### src/verilog/bcm_regs.vh
// Contract
// - quick mode off selects delayed mode; bus clock equals input clock, system clock half; here bus clock set by index 62h bits 1:0, reset half input clock.
// - delayed mode: internal latch steps 1-2, bus latch asserted step 3, dropped step 4.
// - upper local address invalid during latch; early latch strobe provided to hold them.
// - async clock source selects external mode; bus clock follows it, system clock half.
// - external mode bus sequencing runs on bus clock; commands only for bus cycles.
// - external mode samples inactive command each input clock edge, then asserts ready.
// - port 61h: bits 7-4 read-only flags, bits 3-0 read/write, reset zero.
// - nmi_gate_port implements only bit 7, nmi enable, reset zero.
// - index written to port 22h, data accessed at port 23h.
// - rising edge written to index 60h bit 5 triggers cpu reset.
// - index 60h bit 4 selects processor clock, 0 input clock, reset 0.
// - index 60h bit 0 flags ready timeout after 128 cycles; bit 2 enables nmi.
// - index 61h bit 7 extra hold, reset 0; bit 6 quick mode disable, reset 1.
// - index 61h three 2-bit command delay fields, 0 to 3 bus clocks; here only bits 5:4 delay the command, the other fields are stored only.
// - index 62h 16-bit waits 0-3, 8-bit waits 2-5, both reset 11.
// - index 62h bits 1:0 bus clock source; write ignored while 60h bit 4 set.
// - index 62h bit 7 coprocessor present read-only; bit 6 ready source.
// - sleep_async_clock_select bits 6,4 sleep system clock select; scaling bits 5,3,2 stored.
// - index 65h bits 7-4 shadow write protect, bits 3-0 suppress rom select.
// - base_ram_mapping bit 7 maps 512k-640k on board; bits 6,5 inverted polarity.
// - shadow_enable_a_segment bits enable a-segment 16k shadow blocks.
`ifndef BCM_REGS_VH
`define BCM_REGS_VH
`define BCM_PORT_SYSCTL 16'h0061
`define BCM_PORT_NMI 16'h0070
`define BCM_PORT_INDEX 16'h0022
`define BCM_PORT_DATA 16'h0023
`define BCM_IDX_PCLK 8'h60
`define BCM_IDX_CMDDLY 8'h61
`define BCM_IDX_WAIT 8'h62
`define BCM_IDX_SLEEP 8'h64
`define BCM_IDX_ROM 8'h65
`define BCM_IDX_RAMMAP 8'h66
`define BCM_IDX_SHADA 8'h67
`define BCM_RST_CMDDLY 8'h45
`define BCM_RST_WAIT 6'h3c
`define BCM_RST_ROM 8'h0e
`define BCM_RST_SHADA 8'h00
`define BCM_TIMEOUT_CYC 8'd128
`define BCM_SRC_HALF 2'h0
`define BCM_SRC_FULL 2'h1
`define BCM_SRC_FOLLOW 2'h2
`define BCM_ASYNC_SEL 2'h3
`define BCM_SLP_DIV4 2'h0
`define BCM_SLP_STATIC 2'h1
`define BCM_SLP_BUSHALF 2'h2
`define BCM_DLY_W 2
`endif
### src/verilog/bcm_ctrl.v
`timescale 1ns/1ps
`include "bcm_regs.vh"
module bcm_ctrl #(
   parameter [1:0] REV_ID = 2'h0 // revision field, value arbitrary
) (
   input wire sys_clk_i,
   input wire rst_b_i,
   input wire [15:0] io_addr_i,
   input wire [7:0] io_wdata_i,
   input wire io_wr_i,
   input wire io_rd_i,
   output reg [7:0] io_rdata_o,
   input wire parity_error_flag_i,
   input wire channel_check_flag_i,
   input wire tone_timer_output_i,
   input wire refresh_toggle_i,
   input wire coproc_present_i,
   input wire async_bus_clock_i,
   input wire cycle_start_flag_i,
   input wire ready_in_i,
   input wire bus_cycle_i,
   output wire cpu_clk_en_o,
   output wire bus_clk_en_o,
   output reg system_clock_o,
   output reg internal_latch_strobe_o,
   output reg ale_o,
   output reg early_latch_strobe_b_o,
   output reg command_b_o,
   output reg ready_b_o,
   output reg cpu_reset_o,
   output wire nmi_o,
   output wire quick_mode_o,
   output wire external_mode_o,
   output wire extra_hold_o,
   output wire [1:0] wait16_o,
   output wire [1:0] wait8_o,
   output wire coproc_ready_self_o,
   output wire [1:0] sleep_system_clock_out_sel_o,
   output wire [2:0] sleep_scale_o,
   output wire [3:0] shadow_write_protect_o,
   output wire [3:0] rom_select_suppress_o,
   output wire [2:0] base_ram_map_o,
   output wire [7:0] a_block_shadow_enable_o,
   output wire speaker_bit_o,
   output wire tone_timer_gate_o,
   output wire channel_check_enable_o,
   output wire parity_check_enable_o
);
   localparam [5:0] S_IDLE = 6'h01;
   localparam [5:0] S_IAL1 = 6'h02;
   localparam [5:0] S_IAL2 = 6'h04;
   localparam [5:0] S_ALE = 6'h08;
   localparam [5:0] S_CMD = 6'h10;
   localparam [5:0] S_RDY = 6'h20;

   reg [7:0] index_q;
   reg [3:0] sysctl_q;
   reg nmi_en_q;
   reg rst_bit_q;
   reg pclk_sel_q;
   reg tmo_nmi_en_q;
   reg tmo_q;
   reg [7:0] cmddly_q;
   reg [5:0] wait_q;
   reg cop_rdy_q;
   reg [7:0] sleep_q;
   reg [7:0] rom_q;
   reg [2:0] rammap_q;
   reg [7:0] shada_q;
   reg [7:0] tmo_cnt_q;
   reg tmo_run_q;
   reg [2:0] div_q;
   reg [5:0] st_q;
   reg [1:0] dly_q;
   reg [2:0] ws_q;
   reg async_q;
   reg sys_div_q;
   reg bus_en;
   wire wr_data = io_wr_i && (io_addr_i == `BCM_PORT_DATA);
   wire [1:0] src = wait_q[1:0];
   wire [1:0] src64 = sleep_q[1:0];
   // port decodes
   wire wr_index = io_wr_i && (io_addr_i == `BCM_PORT_INDEX);
   wire wr_sysctl = io_wr_i && (io_addr_i == `BCM_PORT_SYSCTL);
   wire wr_nmi = io_wr_i && (io_addr_i == `BCM_PORT_NMI);
   // reading index 60h is what clears the timeout status
   wire rd_pclk = io_rd_i && (io_addr_i == `BCM_PORT_DATA) && (index_q == `BCM_IDX_PCLK);
   wire tmo_set = !ready_in_i && tmo_run_q && (tmo_cnt_q == `BCM_TIMEOUT_CYC - 8'd1);
   // one pulse per rising edge; a level would step the bus once or twice per period
   wire async_rise = async_bus_clock_i && !async_q;
   // divide-by-3 wraps early, the other ratios use the free-running count
   wire div3_wrap = (src == `BCM_SRC_FOLLOW) && (src64 == 2'h0) && (div_q == 3'h2);
   // revision and reserved bits read back as fixed values
   wire [7:0] pclk_rd = {REV_ID, rst_bit_q, pclk_sel_q, 1'b1, tmo_nmi_en_q, 1'b1, tmo_q};

   // external mode when async source selected
   assign external_mode_o = (src == `BCM_SRC_FOLLOW) && (src64 == `BCM_ASYNC_SEL);
   assign quick_mode_o = ~cmddly_q[6];
   assign extra_hold_o = cmddly_q[7];
   assign wait16_o = wait_q[5:4];
   assign wait8_o = wait_q[3:2];
   assign coproc_ready_self_o = ~cop_rdy_q;
   assign sleep_system_clock_out_sel_o = {sleep_q[6], sleep_q[4]};
   assign sleep_scale_o = {sleep_q[5], sleep_q[3], sleep_q[2]};
   assign shadow_write_protect_o = rom_q[7:4];
   assign rom_select_suppress_o = rom_q[3:0];
   assign base_ram_map_o = rammap_q;
   assign a_block_shadow_enable_o = shada_q;
   assign channel_check_enable_o = sysctl_q[3];
   assign parity_check_enable_o = sysctl_q[2];
   assign speaker_bit_o = sysctl_q[1];
   assign tone_timer_gate_o = sysctl_q[0];
   // timeout nmi gated by both enables
   assign nmi_o = tmo_q && tmo_nmi_en_q && nmi_en_q;

   // bus clock enable from selected divider
   always @* begin
      bus_en = 1'b1;
      case (src)
         `BCM_SRC_HALF: bus_en = div_q[0];
         `BCM_SRC_FULL: bus_en = 1'b1;
         `BCM_SRC_FOLLOW: begin
            case (src64)
               2'h0: bus_en = (div_q == 3'h2);
               2'h1: bus_en = (div_q[1:0] == 2'h3);
               2'h2: bus_en = (div_q == 3'h7);
               default: bus_en = async_rise;
            endcase
         end
         default: bus_en = 1'b1;
      endcase
   end
   // one-cycle enable, never a gated clock
   assign bus_clk_en_o = bus_en;
   // processor clock from input or bus clock
   assign cpu_clk_en_o = pclk_sel_q ? bus_en : 1'b1;

   always @(posedge sys_clk_i) begin
      if (!rst_b_i) begin
         div_q <= 3'h0;
         async_q <= 1'b0;
         sys_div_q <= 1'b0;
         system_clock_o <= 1'b0;
      end else begin
         if (div3_wrap)
            div_q <= 3'h0;
         else
            div_q <= div_q + 3'h1;
         // inputs synchronous by assumption; one flop edge detect
         async_q <= async_bus_clock_i;
         // system clock is bus clock halved
         if (bus_en)
            sys_div_q <= ~sys_div_q;
         // registered copy keeps the clock output glitch free
         system_clock_o <= sys_div_q;
      end
   end

   always @(posedge sys_clk_i) begin
      if (!rst_b_i) begin
         index_q <= 8'h00;
         sysctl_q <= 4'h0;
         nmi_en_q <= 1'b0;
         rst_bit_q <= 1'b0;
         pclk_sel_q <= 1'b0;
         tmo_nmi_en_q <= 1'b0;
         cmddly_q <= `BCM_RST_CMDDLY;
         wait_q <= `BCM_RST_WAIT;
         cop_rdy_q <= 1'b0;
         sleep_q <= 8'h00;
         rom_q <= `BCM_RST_ROM;
         rammap_q <= 3'h0;
         shada_q <= `BCM_RST_SHADA;
         cpu_reset_o <= 1'b0;
      end else begin
         // reset pulse lasts one clock
         cpu_reset_o <= 1'b0;
         if (wr_index)
            index_q <= io_wdata_i;
         if (wr_sysctl)
            sysctl_q <= io_wdata_i[3:0];
         if (wr_nmi)
            nmi_en_q <= io_wdata_i[7];
         if (wr_data) begin
            case (index_q)
               `BCM_IDX_PCLK: begin
                  cpu_reset_o <= io_wdata_i[5] & ~rst_bit_q;
                  rst_bit_q <= io_wdata_i[5];
                  pclk_sel_q <= io_wdata_i[4];
                  tmo_nmi_en_q <= io_wdata_i[2];
               end
               `BCM_IDX_CMDDLY: cmddly_q <= io_wdata_i;
               `BCM_IDX_WAIT: begin
                  cop_rdy_q <= io_wdata_i[6];
                  wait_q[5:2] <= io_wdata_i[5:2];
                  // locked while cpu runs on bus clock
                  if (!pclk_sel_q)
                     wait_q[1:0] <= io_wdata_i[1:0];
               end
               `BCM_IDX_SLEEP: sleep_q <= io_wdata_i;
               `BCM_IDX_ROM: rom_q <= io_wdata_i;
               `BCM_IDX_RAMMAP: rammap_q <= io_wdata_i[7:5];
               `BCM_IDX_SHADA: shada_q <= io_wdata_i;
               default: ;
            endcase
         end
      end
   end

   // timeout counter, status clears on reread of 60h
   always @(posedge sys_clk_i) begin
      if (!rst_b_i) begin
         tmo_cnt_q <= 8'h00;
         tmo_run_q <= 1'b0;
         tmo_q <= 1'b0;
      end else begin
         if (ready_in_i) begin
            tmo_run_q <= 1'b0;
            tmo_cnt_q <= 8'h00;
         end else if (cycle_start_flag_i && !tmo_run_q) begin
            tmo_run_q <= 1'b1;
            tmo_cnt_q <= 8'h01;
         end else if (tmo_run_q) begin
            if (tmo_set) begin
               tmo_q <= 1'b1;
               tmo_run_q <= 1'b0;
            end
            // counter parks past the limit until ready or the next start
            tmo_cnt_q <= tmo_cnt_q + 8'h01;
         end
         // set beats the read-clear
         if (rd_pclk && !tmo_set)
            tmo_q <= 1'b0;
      end
   end

   // read data follows the address within the cycle
   always @* begin
      io_rdata_o = 8'h00;
      if (io_addr_i == `BCM_PORT_SYSCTL)
         io_rdata_o = {parity_error_flag_i, channel_check_flag_i, tone_timer_output_i,
                       refresh_toggle_i, sysctl_q};
      else if (io_addr_i == `BCM_PORT_NMI)
         io_rdata_o = {nmi_en_q, 7'h00};
      else if (io_addr_i == `BCM_PORT_INDEX)
         io_rdata_o = index_q;
      else if (io_addr_i == `BCM_PORT_DATA) begin
         case (index_q)
            `BCM_IDX_PCLK: io_rdata_o = pclk_rd;
            `BCM_IDX_CMDDLY: io_rdata_o = cmddly_q;
            `BCM_IDX_WAIT: io_rdata_o = {coproc_present_i, cop_rdy_q, wait_q};
            `BCM_IDX_SLEEP: io_rdata_o = sleep_q;
            `BCM_IDX_ROM: io_rdata_o = rom_q;
            `BCM_IDX_RAMMAP: io_rdata_o = {rammap_q, 5'h1f};
            `BCM_IDX_SHADA: io_rdata_o = shada_q;
            default: io_rdata_o = 8'h00;
         endcase
      end
   end

   // bus cycle sequencer, bus steps on bus clock enable
   always @(posedge sys_clk_i) begin
      if (!rst_b_i) begin
         st_q <= S_IDLE;
         dly_q <= 2'h0;
         ws_q <= 3'h0;
         internal_latch_strobe_o <= 1'b0;
         ale_o <= 1'b0;
         early_latch_strobe_b_o <= 1'b1;
         command_b_o <= 1'b1;
         ready_b_o <= 1'b1;
      end else begin
         ready_b_o <= 1'b1;
         case (st_q)
            S_IDLE: begin
               // only bus cycles get latch and command
               if (bus_cycle_i) begin
                  internal_latch_strobe_o <= 1'b1;
                  // early strobe holds upper address through latch
                  early_latch_strobe_b_o <= 1'b0;
                  st_q <= S_IAL1;
               end
            end
            S_IAL1: st_q <= S_IAL2;
            S_IAL2: begin
               // strobe drops even while the bus clock is awaited
               internal_latch_strobe_o <= 1'b0;
               if (bus_en) begin
                  ale_o <= 1'b1;
                  dly_q <= cmddly_q[5:4];
                  // only 16-bit memory timing is sequenced
                  ws_q <= {1'b0, wait_q[5:4]};
                  st_q <= S_ALE;
               end
            end
            S_ALE: begin
               if (bus_en) begin
                  ale_o <= 1'b0;
                  // early strobe releases with the bus latch
                  early_latch_strobe_b_o <= 1'b1;
                  if (dly_q == 2'h0) begin
                     command_b_o <= 1'b0;
                     st_q <= S_CMD;
                  end else
                     dly_q <= dly_q - 2'h1;
               end
            end
            S_CMD: begin
               if (bus_en) begin
                  if (ws_q == 3'h0) begin
                     command_b_o <= 1'b1;
                     st_q <= S_RDY;
                  end else
                     ws_q <= ws_q - 3'h1;
               end
            end
            S_RDY: begin
               // inactive command seen on input clock, ready follows
               if (command_b_o) begin
                  ready_b_o <= 1'b0;
                  st_q <= S_IDLE;
               end
            end
            default: st_q <= S_IDLE;
         endcase
      end
   end
endmodule // bcm_ctrl

### config.mk
export PLATFORM = sky130hd
export DESIGN_NAME = bcm_ctrl
export DESIGN_NICKNAME = d
export VERILOG_FILES = /design/src/verilog/bcm_ctrl.v
export VERILOG_INCLUDE_DIRS = /design/src /design/src/verilog
export SDC_FILE = /design/constraint.sdc
export NUM_CORES = 1
export LEC_CHECK = 0
export BUFFER_PORTS_ARGS = -buffer_cell sky130_fd_sc_hd__clkbuf_2
export CORE_UTILIZATION = 60
export CTS_BUF_LIST = sky130_fd_sc_hd__clkbuf_4 sky130_fd_sc_hd__clkbuf_8
export CTS_CLUSTER_SIZE = 40
export DETAILED_ROUTE_END_ITERATION = 16
export HOLD_SLACK_MARGIN = 0.06
export MAX_ROUTING_LAYER = met4
export PLACE_DENSITY = 0.95
export SYNTH_ARGS = -nofsm -noshare
export SYNTH_HDL_FRONTEND = slang
export SYNTH_SLANG_ARGS = --single-unit
### constraint.sdc
create_clock -name sys_clk_i -period 4.28 [get_ports sys_clk_i]
set_input_delay 0.428 -clock sys_clk_i [delete_from_list [all_inputs] [get_ports sys_clk_i]]
set_output_delay 0.428 -clock sys_clk_i [all_outputs]
set_load 0.005 [all_outputs]
[After elaboration in Yosys (flattened, before gate mapping)]
Index checks and enable logic that the tools add are counted.
Storage, ports and cells
  bits in read-only memories: 0
  bits of input ports: 37
  memories kept: 0
  register bits after elaboration: 91
  latch bits: 0
  logic and storage cells: 172
  RAM bits: 0
  output and inout port bits: 54
Operators by class
  multipliers: 0
  $add $sub $neg: 4
  mux-type cells: 42
  $lt $le $gt $ge: 0
  reduce and logical (&&, ||, !) cells: 52
  shift-type cells: 0
  bitwise gates (word level): 9
  divide/modulo/power cells: 0
  equal/unequal tests: 34
Operator list (number)
  $eq A8 B7 Y1 const B: 8
  $pmux W8 S7: 1
  $mux W6: 7
  $pmux W6 S6: 1
  $eq A16 B6 Y1 const B: 2
  $eq A16 B7 Y1 const B: 2
  $mux W8: 4
  $ne A2 B2 Y1 const B: 9
  $reduce_and A2 Y1: 9
  $logic_and A1 B1 Y1: 16
  $mux W1: 15
  $reduce_and A3 Y1: 4
  $reduce_and A4 Y1: 3
  $reduce_bool A2 Y1: 6
  $pmux W1 S2: 5
  $mux W3: 3
  $add A8 B1 Y8 const B: 1
  $eq A2 B2 Y1 const B: 4
  $not A1 Y1: 8
  $reduce_and A7 Y1: 1
  $eq A6 B1 Y1 const B: 1
  $eq A6 B2 Y1 const B: 1
  $eq A6 B3 Y1 const B: 1
  $eq A6 B4 Y1 const B: 1
  19 further kinds: 28

[Logic depth before layout (Yosys ltp)]
Gate-level depths: netlist (run 1).
  word-level depth: 6
  mapped depth: 9
  depth with buffers taken out: 8

[Least setup slack after synthesis (run 1)]
Ideal clock, no wire load.
  path kind: input -> output
  start point: in io_addr_i[9]
  end point: out io_rdata_o[6]
  path slack: 1991 ps
  data arrival time: 1861 ps
  stages: 6
  required time: 3852 ps
  buffers on the path: 1
  cell sequence: nor4_4 > nand4_4 > or3_1 > clkbuf_1 > a211oi_1 > a221o_1
On the way
  cells in the longest elaborated chain, start to end: 5
  elaborated cells between the ends (all ways): 8
  those cells by class: eq/ne (4); mux (4)
Ends and longest elaborated chain
  start: declaration: RTL line bcm_ctrl.v:8  | input wire [15:0] io_addr_i,
  $eq A16 B6 Y1 (no line)
  $mux W8: RTL line bcm_ctrl.v:247  | else if (io_addr_i == `BCM_PORT_DATA) begin
  $mux W8: RTL line bcm_ctrl.v:245  | else if (io_addr_i == `BCM_PORT_INDEX)
  $mux W8: RTL line bcm_ctrl.v:243  | else if (io_addr_i == `BCM_PORT_NMI)
  $mux W8 *: RTL line bcm_ctrl.v:240  | if (io_addr_i == `BCM_PORT_SYSCTL)
  end: declaration: RTL line bcm_ctrl.v:12  | output reg [7:0] io_rdata_o,
Mark *: on every way between the ends. The rest lies on a longest branch, timed or not.

[Worst setup path in the final report (run 1)]
  start point: reg div_q[0]
  end point: out bus_clk_en_o
On the way
  cells in the longest elaborated chain, start to end: 3
  elaborated cells between the ends (all ways): 5
  those cells by class: eq/ne (3); mux (2)
Ends and longest elaborated chain
  start: declaration: RTL line bcm_ctrl.v:72  | reg [2:0] div_q;
  start signal: assignment: RTL line bcm_ctrl.v:148  | div_q <= div_q + 3'h1;
  $eq A3 B3 Y1 (tied with other cells): RTL line bcm_ctrl.v:126  | 2'h2: bus_en = (div_q == 3'h7);
  $pmux W1 S3: RTL line bcm_ctrl.v:123  | case (src64)
  $pmux W1 S2 *: RTL line bcm_ctrl.v:119  | case (src)
  end: declaration: RTL line bcm_ctrl.v:23  | output wire bus_clk_en_o,
Marked as above.

==> results.md, run 1 <==
* Post_cts resized at 0
* FP Rows at 31
* Worst-Skew Late Latency at 0.37 ns
* Clk sinks at 91
* Total negative slack at 0 ns
* Pwr Density at 303 mW/mm2
* FILL cells at 585
* Number of max-cap violations at 0
* Initial DRC count at 341
* DR vias at 4324
* Drt pass-1 iters at 5
* Clock root buffer: clkbuf_8
* Status: complete, no violations
* WP data arrival at 2.66 ns
* WL final at 11900 um
* Hpwl dp at 8420 um
* Placed insts at 681
* Die Ht at 88.8 um
* Worst vdd ir at 0.252 mV
* CP required at 3.85 ns
* Skew final at 0.0122 ns
* Core ar. at 0.00725 mm2
* Mapped cell area at 0.00452 mm2
* Top cells by count, synth: 91 x dfxtp_1, 65 x nand2_1, 39 x o21ai_0
* Synth async-reset ratio at 0
* Ys Warns at 0
* Flops & latches, synth at 91
* HP Class: primary input to flop
* Cell with the most instances after synthesis: dfxtp_1
* Routed len/inst at 17.1 um
* Period Utilization, post-route at 0.723
* CTS tree: done
* Die ar. at 0.00789 mm2
* Antenna diodes at 0
* Area growth from synthesis to layout at 12.6%
* Finish-stage setup viols at 0
* Final hold vios at 0
* Gr ovfl total at 0
* CTS buffer count at 9
* Avg Inst Size Synth at 8.50 um2
* Synth area leader: dfxtp_1
* Via/cell ratio at 6.21
* Antenna violations before repair at 0
* GP Congestion at 0.934
* Leakage at 0.00182 uW
* Critical path class: flop to primary output
* DR DRC count at 0
* Worst-path clk slew at 0.09 ns
* Max Buffers Root-to-Sink at 2
* Largest net degree at the start of global routing at 63
* Crit end category: primary output
* Cell Count, Final, Fillers Out at 696
* Die X-Extent at 88.8 um
* Cts hold-fix bufs at 0
* Post-synthesis cell count at 532
* IO Port Bufs at 90
* Top post-synthesis cells by area: dfxtp_1 40%, mux2i_1 6.6%, nand2_1 5.4%
* Share of cells above drive strength 1 at 0.211
* Post-synth top area share at 0.403
* Critical Path Source Type: flop
* EDFF count, synth at 0
* Register area share after synthesis at 0.403
* Slew Limit Fails at 0
* Overall Global Routing Usage at 0.327
* RSZ-0062 raised after global routing: false
* Fmax at 323 MHz
* Max Fanout on Critical Path at 11
* Syn_nets at 576
* Starting Density at 0.624
* Slew headroom at 0.300
* Fin nets at 637
* Crit path time final at 3.09 ns
* Count of cell types in the netlist at 64
* Vias in the first global route at 3945
* H-tree depth at 3
* Post-CTS setup buffers at 0
* Main synth FF type: dfxtp_1
* Worst-Margin Slew at 1.05 ns
* First-pass GRT wire length at 18800 um
* Post-DRT Antenna Nets at 0
* I/O pins at 91
final timing paths:
check                                  startpoint            to  slack (ns)  cells after the start
worst max register to register         index_q[1]     wait_q[0]        1.53                      5
worst min-delay path            async_bus_clock_i       async_q        0.29                      2
worst max-delay path                     div_q[0]  bus_clk_en_o        1.19                      7
worst min register to register          rst_bit_q   cpu_reset_o        0.46                      1
report_power, final:
part / leakage [uW] / internal, uW / total (uW) / switching, uW
Combinational: 0.00101 / 54.6 / 137 / 82.3
Clock: 0.0000744 / 216 / 522 / 306
Sequential: 0.000736 / 864 / 883 / 19.0
cells in the final DEF, fill, tap and decap left out, types with 5 or more instances in the layout:
| cell type | synthesis | routed |
|---|---|---|
| nand2_1 | 65 | 65 |
| a22oi_1 | 5 | 5 |
| inv_1 | 16 | 16 |
| nor4_1 | 6 | 5 |
| nand3_1 | 37 | 37 |
| dfxtp_1 | 91 | 91 |
| nor3_1 | 6 | 6 |
| nand2b_1 | 8 | 8 |
| o21ai_1 | 8 | 8 |
| mux2i_1 | 30 | 30 |
| a211oi_1 | 5 | 5 |
| nand4_1 | 13 | 13 |
| ha_1 | 7 | 7 |
| nor2_1 | 36 | 36 |
| clkbuf_8 | 0 | 9 |
| clkbuf_2 | 0 | 90 |
| or4_1 | 5 | 5 |
| a31oi_1 | 5 | 5 |
| o21ai_0 | 39 | 39 |
| a21oi_1 | 28 | 28 |
per-layer routing:
metal	vias to the layer above	part of all wire	track usage	wire length, um
met5	-	0	-	0
met4	0	0.022	0.136	267
met3	29	0.083	0.0606	993
met2	218	0.49	0.524	5790
met1	2042	0.41	0.404	4850
li1	2035	-	-	-
metrics by stage:
step	hold WS, ns	cell area [um2]	util	worst slack (ns)	power [uW]
finish	0.293	5090	0.702	1.19	1540
global route	0.284	5090	0.702	1.01	1600
CTS	0.282	5090	0.702	1.20	1550
detailed placement	0.431	4920	0.679	1.60	1040
global placement	0.430	4920	0.679	1.65	1030
floorplan	0.411	4520	-	1.99	982
logic make-up (layout without fill, tap and decap cells):
logic type	count (synthesis)	in the layout	synth area share
multiplexers	34	34	0.0813
XOR/XNOR	6	6	0.0116
adder cells (fa/ha/maj)	7	7	0.0194
AO/OA/AOI/OAI	121	121	0.166
buffers and inverters	60	125	0.0600
AND/OR/NAND/NOR	213	213	0.259
flip-flops	91	91	0.403
sequential cells by signal, summed over array words and instances (netlist names), 4 cells and up:
signal,cells
a_block_shadow_enable_o,8
cmddly_q,8
index_q,8
rom_q,8
sleep_q,8
st_q,6
sysctl_q,4
tmo_cnt_q,8
wait_q,6
critical path, cell delays in order (launching register included):
cell,delay [ns]
dfxtp_1,0.34
ha_1,0.22
ha_1,0.19
a21oi_1,0.13
o21ai_0,0.12
a311oi_2,0.68
inv_1,0.40
clkbuf_2,0.21
layout make-up:
class                           count  area [um2]  area share
Multi-Input combinational cell    381        2440       0.479
Tap cell                           99         124      0.0243
Sequential cell                    91        1820       0.358
Inverter                           16        60.1      0.0118
Clock inverter                      5        38.8     0.00761
Timing Repair Buffer               94         480      0.0943
Clock buffer                       10         131      0.0258
(Power assumes the default switching activity.)
==> run 2, diff against run 1 <==
CORE_UTILIZATION = 57   (was 60)
PLACE_DENSITY = 0.91   (was 0.95)
clock period = 3.1 ns   (was 4.28 ns; I/O delays follow)
==> run 2 against run 1 <==
- via count up 2.4%
- first-iteration DRC count down 0.88%
- combinational power up 39%
- flip-flop and latch count unchanged
- wire length up 5.0%
- hold slack worse by 0.12 ns
- cell count up 1.6%
- core utilization down 2.5 points
- critical endpoint is now io_rdata_o[2]
- highest routed layer unchanged
==> results.md, run 2 (synthesis gave the netlist of run 1 again) <==
* Status: complete, no violations
* Commonest non-fill, non-tap cells in the layout: 91 x dfxtp_1, 90 x clkbuf_2, 65 x nand2_1, 39 x o21ai_0, 37 x nand3_1
* Leakage at 0.00190 uW (+4.2%)
* Slew headroom at 0.283 (-0.0173)
* Final hold vios at 0 (unchanged)
* Starting Density at 0.589 (-0.0352)
* Antenna diodes at 0 (unchanged)
* WP data arrival at 2.45 ns (-0.21 ns)
* Placed insts at 691 (+1.5%)
* Core ar. at 0.00769 mm2 (+6.0%)
* CTS buffer count at 9 (unchanged)
* Slew Limit Fails at 0 (unchanged)
* DR vias at 4428 (+2.4%)
* Worst-Skew Late Latency at 0.37 ns (about the same)
* Crit end category: primary output
* Max Buffers Root-to-Sink at 2 (unchanged)
* HP Class: primary input to flop
* First-pass GRT wire length at 20400 um (+8.4%)
* Via/cell ratio at 6.26 (+0.81%)
* Most common cell after layout, fill and taps aside: dfxtp_1
* Crit path time final at 2.76 ns
* Cts hold-fix bufs at 0 (unchanged)
* Clk sinks at 91 (unchanged)
* Period Utilization, post-route at 0.889
* Die ar. at 0.00830 mm2 (+5.1%)
* Crit path largest cell delay at 0.57 ns (-0.11 ns)
* Share of cells above drive strength 1 at 0.220 (+0.00878)
* Area growth from synthesis to layout at 15.0%
* Antenna violations before repair at 0 (unchanged)
* Vias in the first global route at 4141 (+5.0%)
* Max Fanout on Critical Path at 8 (-3)
* Critical-path cell list: nor4b_2 -> nand4_4 -> or3_1 -> a211oi_1 -> a221o_1 -> clkbuf_2
* WL final at 12500 um (+5.0%)
* Worst vdd ir at 0.348 mV (+38%)
* Critical path class: flop to primary output
* Final core occ at 0.677 (-0.0253)
* Skew final at 0.0124 ns (+0.000150 ns)
* FP Rows at 32 (+3.2%)
* Drt pass-1 iters at 5 (unchanged)
* CTS tree: done
* Worst-path clk slew at 0.09 ns (about the same)
* H-tree depth at 3 (unchanged)
* CP required at 2.79 ns (-1.06 ns)
* Fin nets at 644 (+1.1%)
* Critical Path Source Type: flop
* Pwr Density at 448 mW/mm2 (+48%)
* RSZ-0062 raised after global routing: false
* Die X-Extent at 91.1 um (+2.5%)
* Post-CTS setup buffers at 0 (unchanged)
* Slowest CP cell: or3_1
* Post-DRT Antenna Nets at 0 (unchanged)
* Overall Global Routing Usage at 0.323 (-0.00365)
* Routed len/inst at 17.7 um (+3.3%)
* Hpwl dp at 8920 um (+6.0%)
* Clock root buffer: clkbuf_8
* DR DRC count at 0 (unchanged)
* Die Ht at 91.1 um (+2.5%)
* Gr ovfl total at 0 (unchanged)
* GP Congestion at 0.858 (-8.2%)
* Number of max-cap violations at 0 (unchanged)
* Buf/Inv on CP at 1 (-1)
* Fmax at 363 MHz
* Initial DRC count at 338 (-0.88%)
* Worst-Margin Slew at 1.07 ns (+0.0259 ns)
* Largest net degree at the start of global routing at 63 (unchanged)
* Cell family with most CP delay: simple AND/OR/NAND/NOR gates
* Post_cts resized at 0 (unchanged)
* I/O pins at 91 (unchanged)
* Total negative slack at 0 ns (unchanged)
* IO Port Bufs at 90 (unchanged)
* Finish-stage setup viols at 0 (unchanged)
* Cell Count, Final, Fillers Out at 707 (+1.6%)
==> run 2: changes by cell type in the layout (fill, tap and decap cells not counted), sizes merged <==
cell / delta
buf: +7
clkinvlp: -3
bufinv: +2
clkbuf: +1
clkinv: +1
==> run 2: layout make-up <==
class | instances | area (um2)
fill | 616 | 2480
multi-input combinational | 381 | 2430
sequential | 91 | 1820
timing repair buffer | 101 | 533
clock buffer | 11 | 145
tap | 102 | 128
clock inverter | 5 | 85.1
inverter | 16 | 60.1
==> run 2: path summary, 6_finish.rpt <==
path,slack [ns],startpoint,cells after the start,to
min reg2reg,0.46,command_b_o,1,ready_b_o
max reg2reg,0.59,index_q[1],7,wait_q[1]
max,0.34,index_q[3],6,io_rdata_o[2]
min,0.18,async_bus_clock_i,2,async_q
==> run 2: where the power goes <==
group	switching [uW]	total [uW]	leakage (uW)	internal, uW
combinational	114	191	0.00105	76.8
sequential	24.4	1220	0.000736	1190
clock	433	922	0.000114	490
total	572	2330	0.00190	1760
==> run 2: per-stage QoR <==
| step | setup WS [ns] | hold WS, ns | area (um2) | power (uW) |
|---|---|---|---|---|
| floorplan | 1.05 | 0.411 | 4520 | 1360 |
| global placement | 0.660 | 0.428 | 4970 | 1420 |
| detailed placement | 0.595 | 0.438 | 4970 | 1430 |
| CTS | 0.325 | 0.173 | 5200 | 2330 |
| global route | 0.186 | 0.175 | 5200 | 2410 |
| finish | 0.345 | 0.178 | 5200 | 2330 |
==> run 2: per-layer routing <==
layer / vias to the layer above / GRT usage / share of wire
met3: 40 / 0.0720 / 0.083
met4: 0 / 0.146 / 0.034
met1: 2108 / 0.404 / 0.41
li1: 2057 / - / -
met2: 223 / 0.501 / 0.48
met5: - / - / 0
==> run 3, diff against run 2 <==
REMOVE_ABC_BUFFERS = 1   (was unset)
==> run 3 against run 2 <==
- flip-flop and latch count unchanged
- combinational power about the same
- largest power group unchanged
- register-to-register slack improved by 0.09 ns
- clock-buffer cell count unchanged
==> results.md, run 3 (synthesis gave the netlist of run 1 again) <==
* Status: complete, no violations
* IO Port Bufs at 90 (unchanged)
* Clock root buffer: clkbuf_8
* Crit path time final at 2.86 ns (+0.101 ns)
* Die ar. at 0.00830 mm2 (unchanged)
* Area growth from synthesis to layout at 14.3%
* Worst-path clk slew at 0.10 ns (about the same)
* Final hold vios at 0 (unchanged)
* DR DRC count at 0 (unchanged)
* Fin nets at 642 (-0.31%)
* I/O pins at 91 (unchanged)
* Critical-path cell list: buf_4 -> mux2i_1 -> a211oi_1 -> a21oi_1 -> o21ai_0 -> clkbuf_2
* Finish-stage setup viols at 0 (unchanged)
* Slew headroom at 0.307 (+0.0244)
* Drt pass-1 iters at 6 (+1)
* CTS buffer count at 9 (unchanged)
* Crit path largest cell delay at 0.89 ns (+0.32 ns)
* Share of cells above drive strength 1 at 0.219 (-0.000929)
* Number of max-cap violations at 0 (unchanged)
* Period Utilization, post-route at 0.921 (+0.0325)
* Skew final at 0.0127 ns (+0.000259 ns)
* Buf/Inv on CP at 2 (+1)
* Die X-Extent at 91.1 um (unchanged)
* Max Fanout on Critical Path at 21 (+13)
* Cell family with most CP delay: flip-flops
* RSZ-0062 raised after global routing: false
* Starting Density at 0.589 (unchanged)
* WL final at 12300 um (-1.7%)
* GP Congestion at 0.936 (+9.1%)
* Total negative slack at 0 ns (unchanged)
* Post_cts resized at 0 (unchanged)
* Core ar. at 0.00769 mm2 (unchanged)
* Cts hold-fix bufs at 0 (unchanged)
* HP Class: primary input to flop
* Routed len/inst at 17.4 um (-1.4%)
* Leakage at 0.00187 uW (-1.5%)
* Commonest non-fill, non-tap cells in the layout: 91 x dfxtp_1, 90 x clkbuf_2, 65 x nand2_1, 39 x o21ai_0, 37 x nand3_1
* Hpwl dp at 8680 um (-2.7%)
* Vias in the first global route at 4026 (-2.8%)
* Post-DRT Antenna Nets at 0 (unchanged)
* Clk sinks at 91 (unchanged)
* Slew Limit Fails at 0 (unchanged)
* FILL cells at 620 (+0.65%)
* Critical Path Source Type: flop
* Slowest CP cell: dfxtp_1
* Critical path class: flop to primary output
* Pwr Density at 437 mW/mm2 (-2.5%)
* Gr ovfl total at 0 (unchanged)
* FP Rows at 32 (unchanged)
* Initial DRC count at 540 (+60%)
* H-tree depth at 3 (unchanged)
* Post-CTS setup buffers at 0 (unchanged)
* Crit end category: primary output
* First-pass GRT wire length at 19700 um (-3.7%)
* Largest net degree at the start of global routing at 50 (-21%)
* Most common cell after layout, fill and taps aside: dfxtp_1
* Overall Global Routing Usage at 0.308 (-0.0154)
* Antenna diodes at 0 (unchanged)
* Antenna violations before repair at 0 (unchanged)
* Worst vdd ir at 0.247 mV (-29%)
* DR vias at 4412 (-0.36%)
* Fmax at 350 MHz (-3.5%)
* Max Buffers Root-to-Sink at 2 (unchanged)
* Worst-Margin Slew at 1.04 ns (-0.0365 ns)
* WP data arrival at 2.55 ns (+0.10 ns)
* CP required at 2.79 ns (about the same)
* Min Hold Slack at 0.167 ns (-0.0101 ns)
* Via/cell ratio at 6.26 (about the same)
* CTS tree: done
* Die Ht at 91.1 um (unchanged)
* Worst-Skew Late Latency at 0.37 ns (about the same)
[run 3: area by class of cell]
cell class / instances / area [um2] / area share
inverter: 16 / 60.1 / 0.0116
multi-input combinational: 381 / 2440 / 0.471
clock buffer: 11 / 145 / 0.0281
clock inverter: 5 / 61.3 / 0.0119
tap: 102 / 128 / 0.0247
sequential: 91 / 1820 / 0.352
timing repair buffer: 99 / 518 / 0.100
[run 3: worst paths after layout]
kind / from / cells past startpoint / end / slack [ns]
worst max register to register: index_q[0] / 4 / cmddly_q[2] / 0.68
worst max-delay path: index_q[2] / 6 / io_rdata_o[3] / 0.24
worst min register to register: command_b_o / 1 / ready_b_o / 0.45
worst min-delay path: async_bus_clock_i / 2 / async_q / 0.17
[run 3: worst register-to-register path, cell delays in order (launching register included)]
cell and delay (ns):
dfxtp_1 0.80, nand2b_1 0.27, nor4_4 0.78, mux2i_1 0.37, nand2_1 0.09
[run 3: per-layer routing]
layer	up-vias	share of wire	wire, um	global-route usage
li1	2056	-	-	-
met1	2062	0.42	5210	0.382
met2	249	0.47	5820	0.497
met3	45	0.077	945	0.0578
met4	0	0.025	313	0.119
met5	-	0	0	-
[run 3: power breakdown]
| part | leakage, uW | switching (uW) | internal (uW) |
|---|---|---|---|
| clock | 0.0000956 | 441 | 407 |
| sequential | 0.000736 | 24.8 | 1190 |
| combinational | 0.00104 | 115 | 76.6 |
| total | 0.00187 | 581 | 1680 |
[run 3: through the flow]
stage	instance area [um2]	util	power, uW	std cells	setup slack [ns]
floorplan	4310	-	1340	488	0.595
global placement	4960	0.646	1420	689	0.743
global route	5170	0.673	2330	705	0.110
finish	5170	0.673	2260	705	0.244
CTS	5170	0.673	2250	705	0.277
detailed placement	4960	0.646	1430	689	0.686
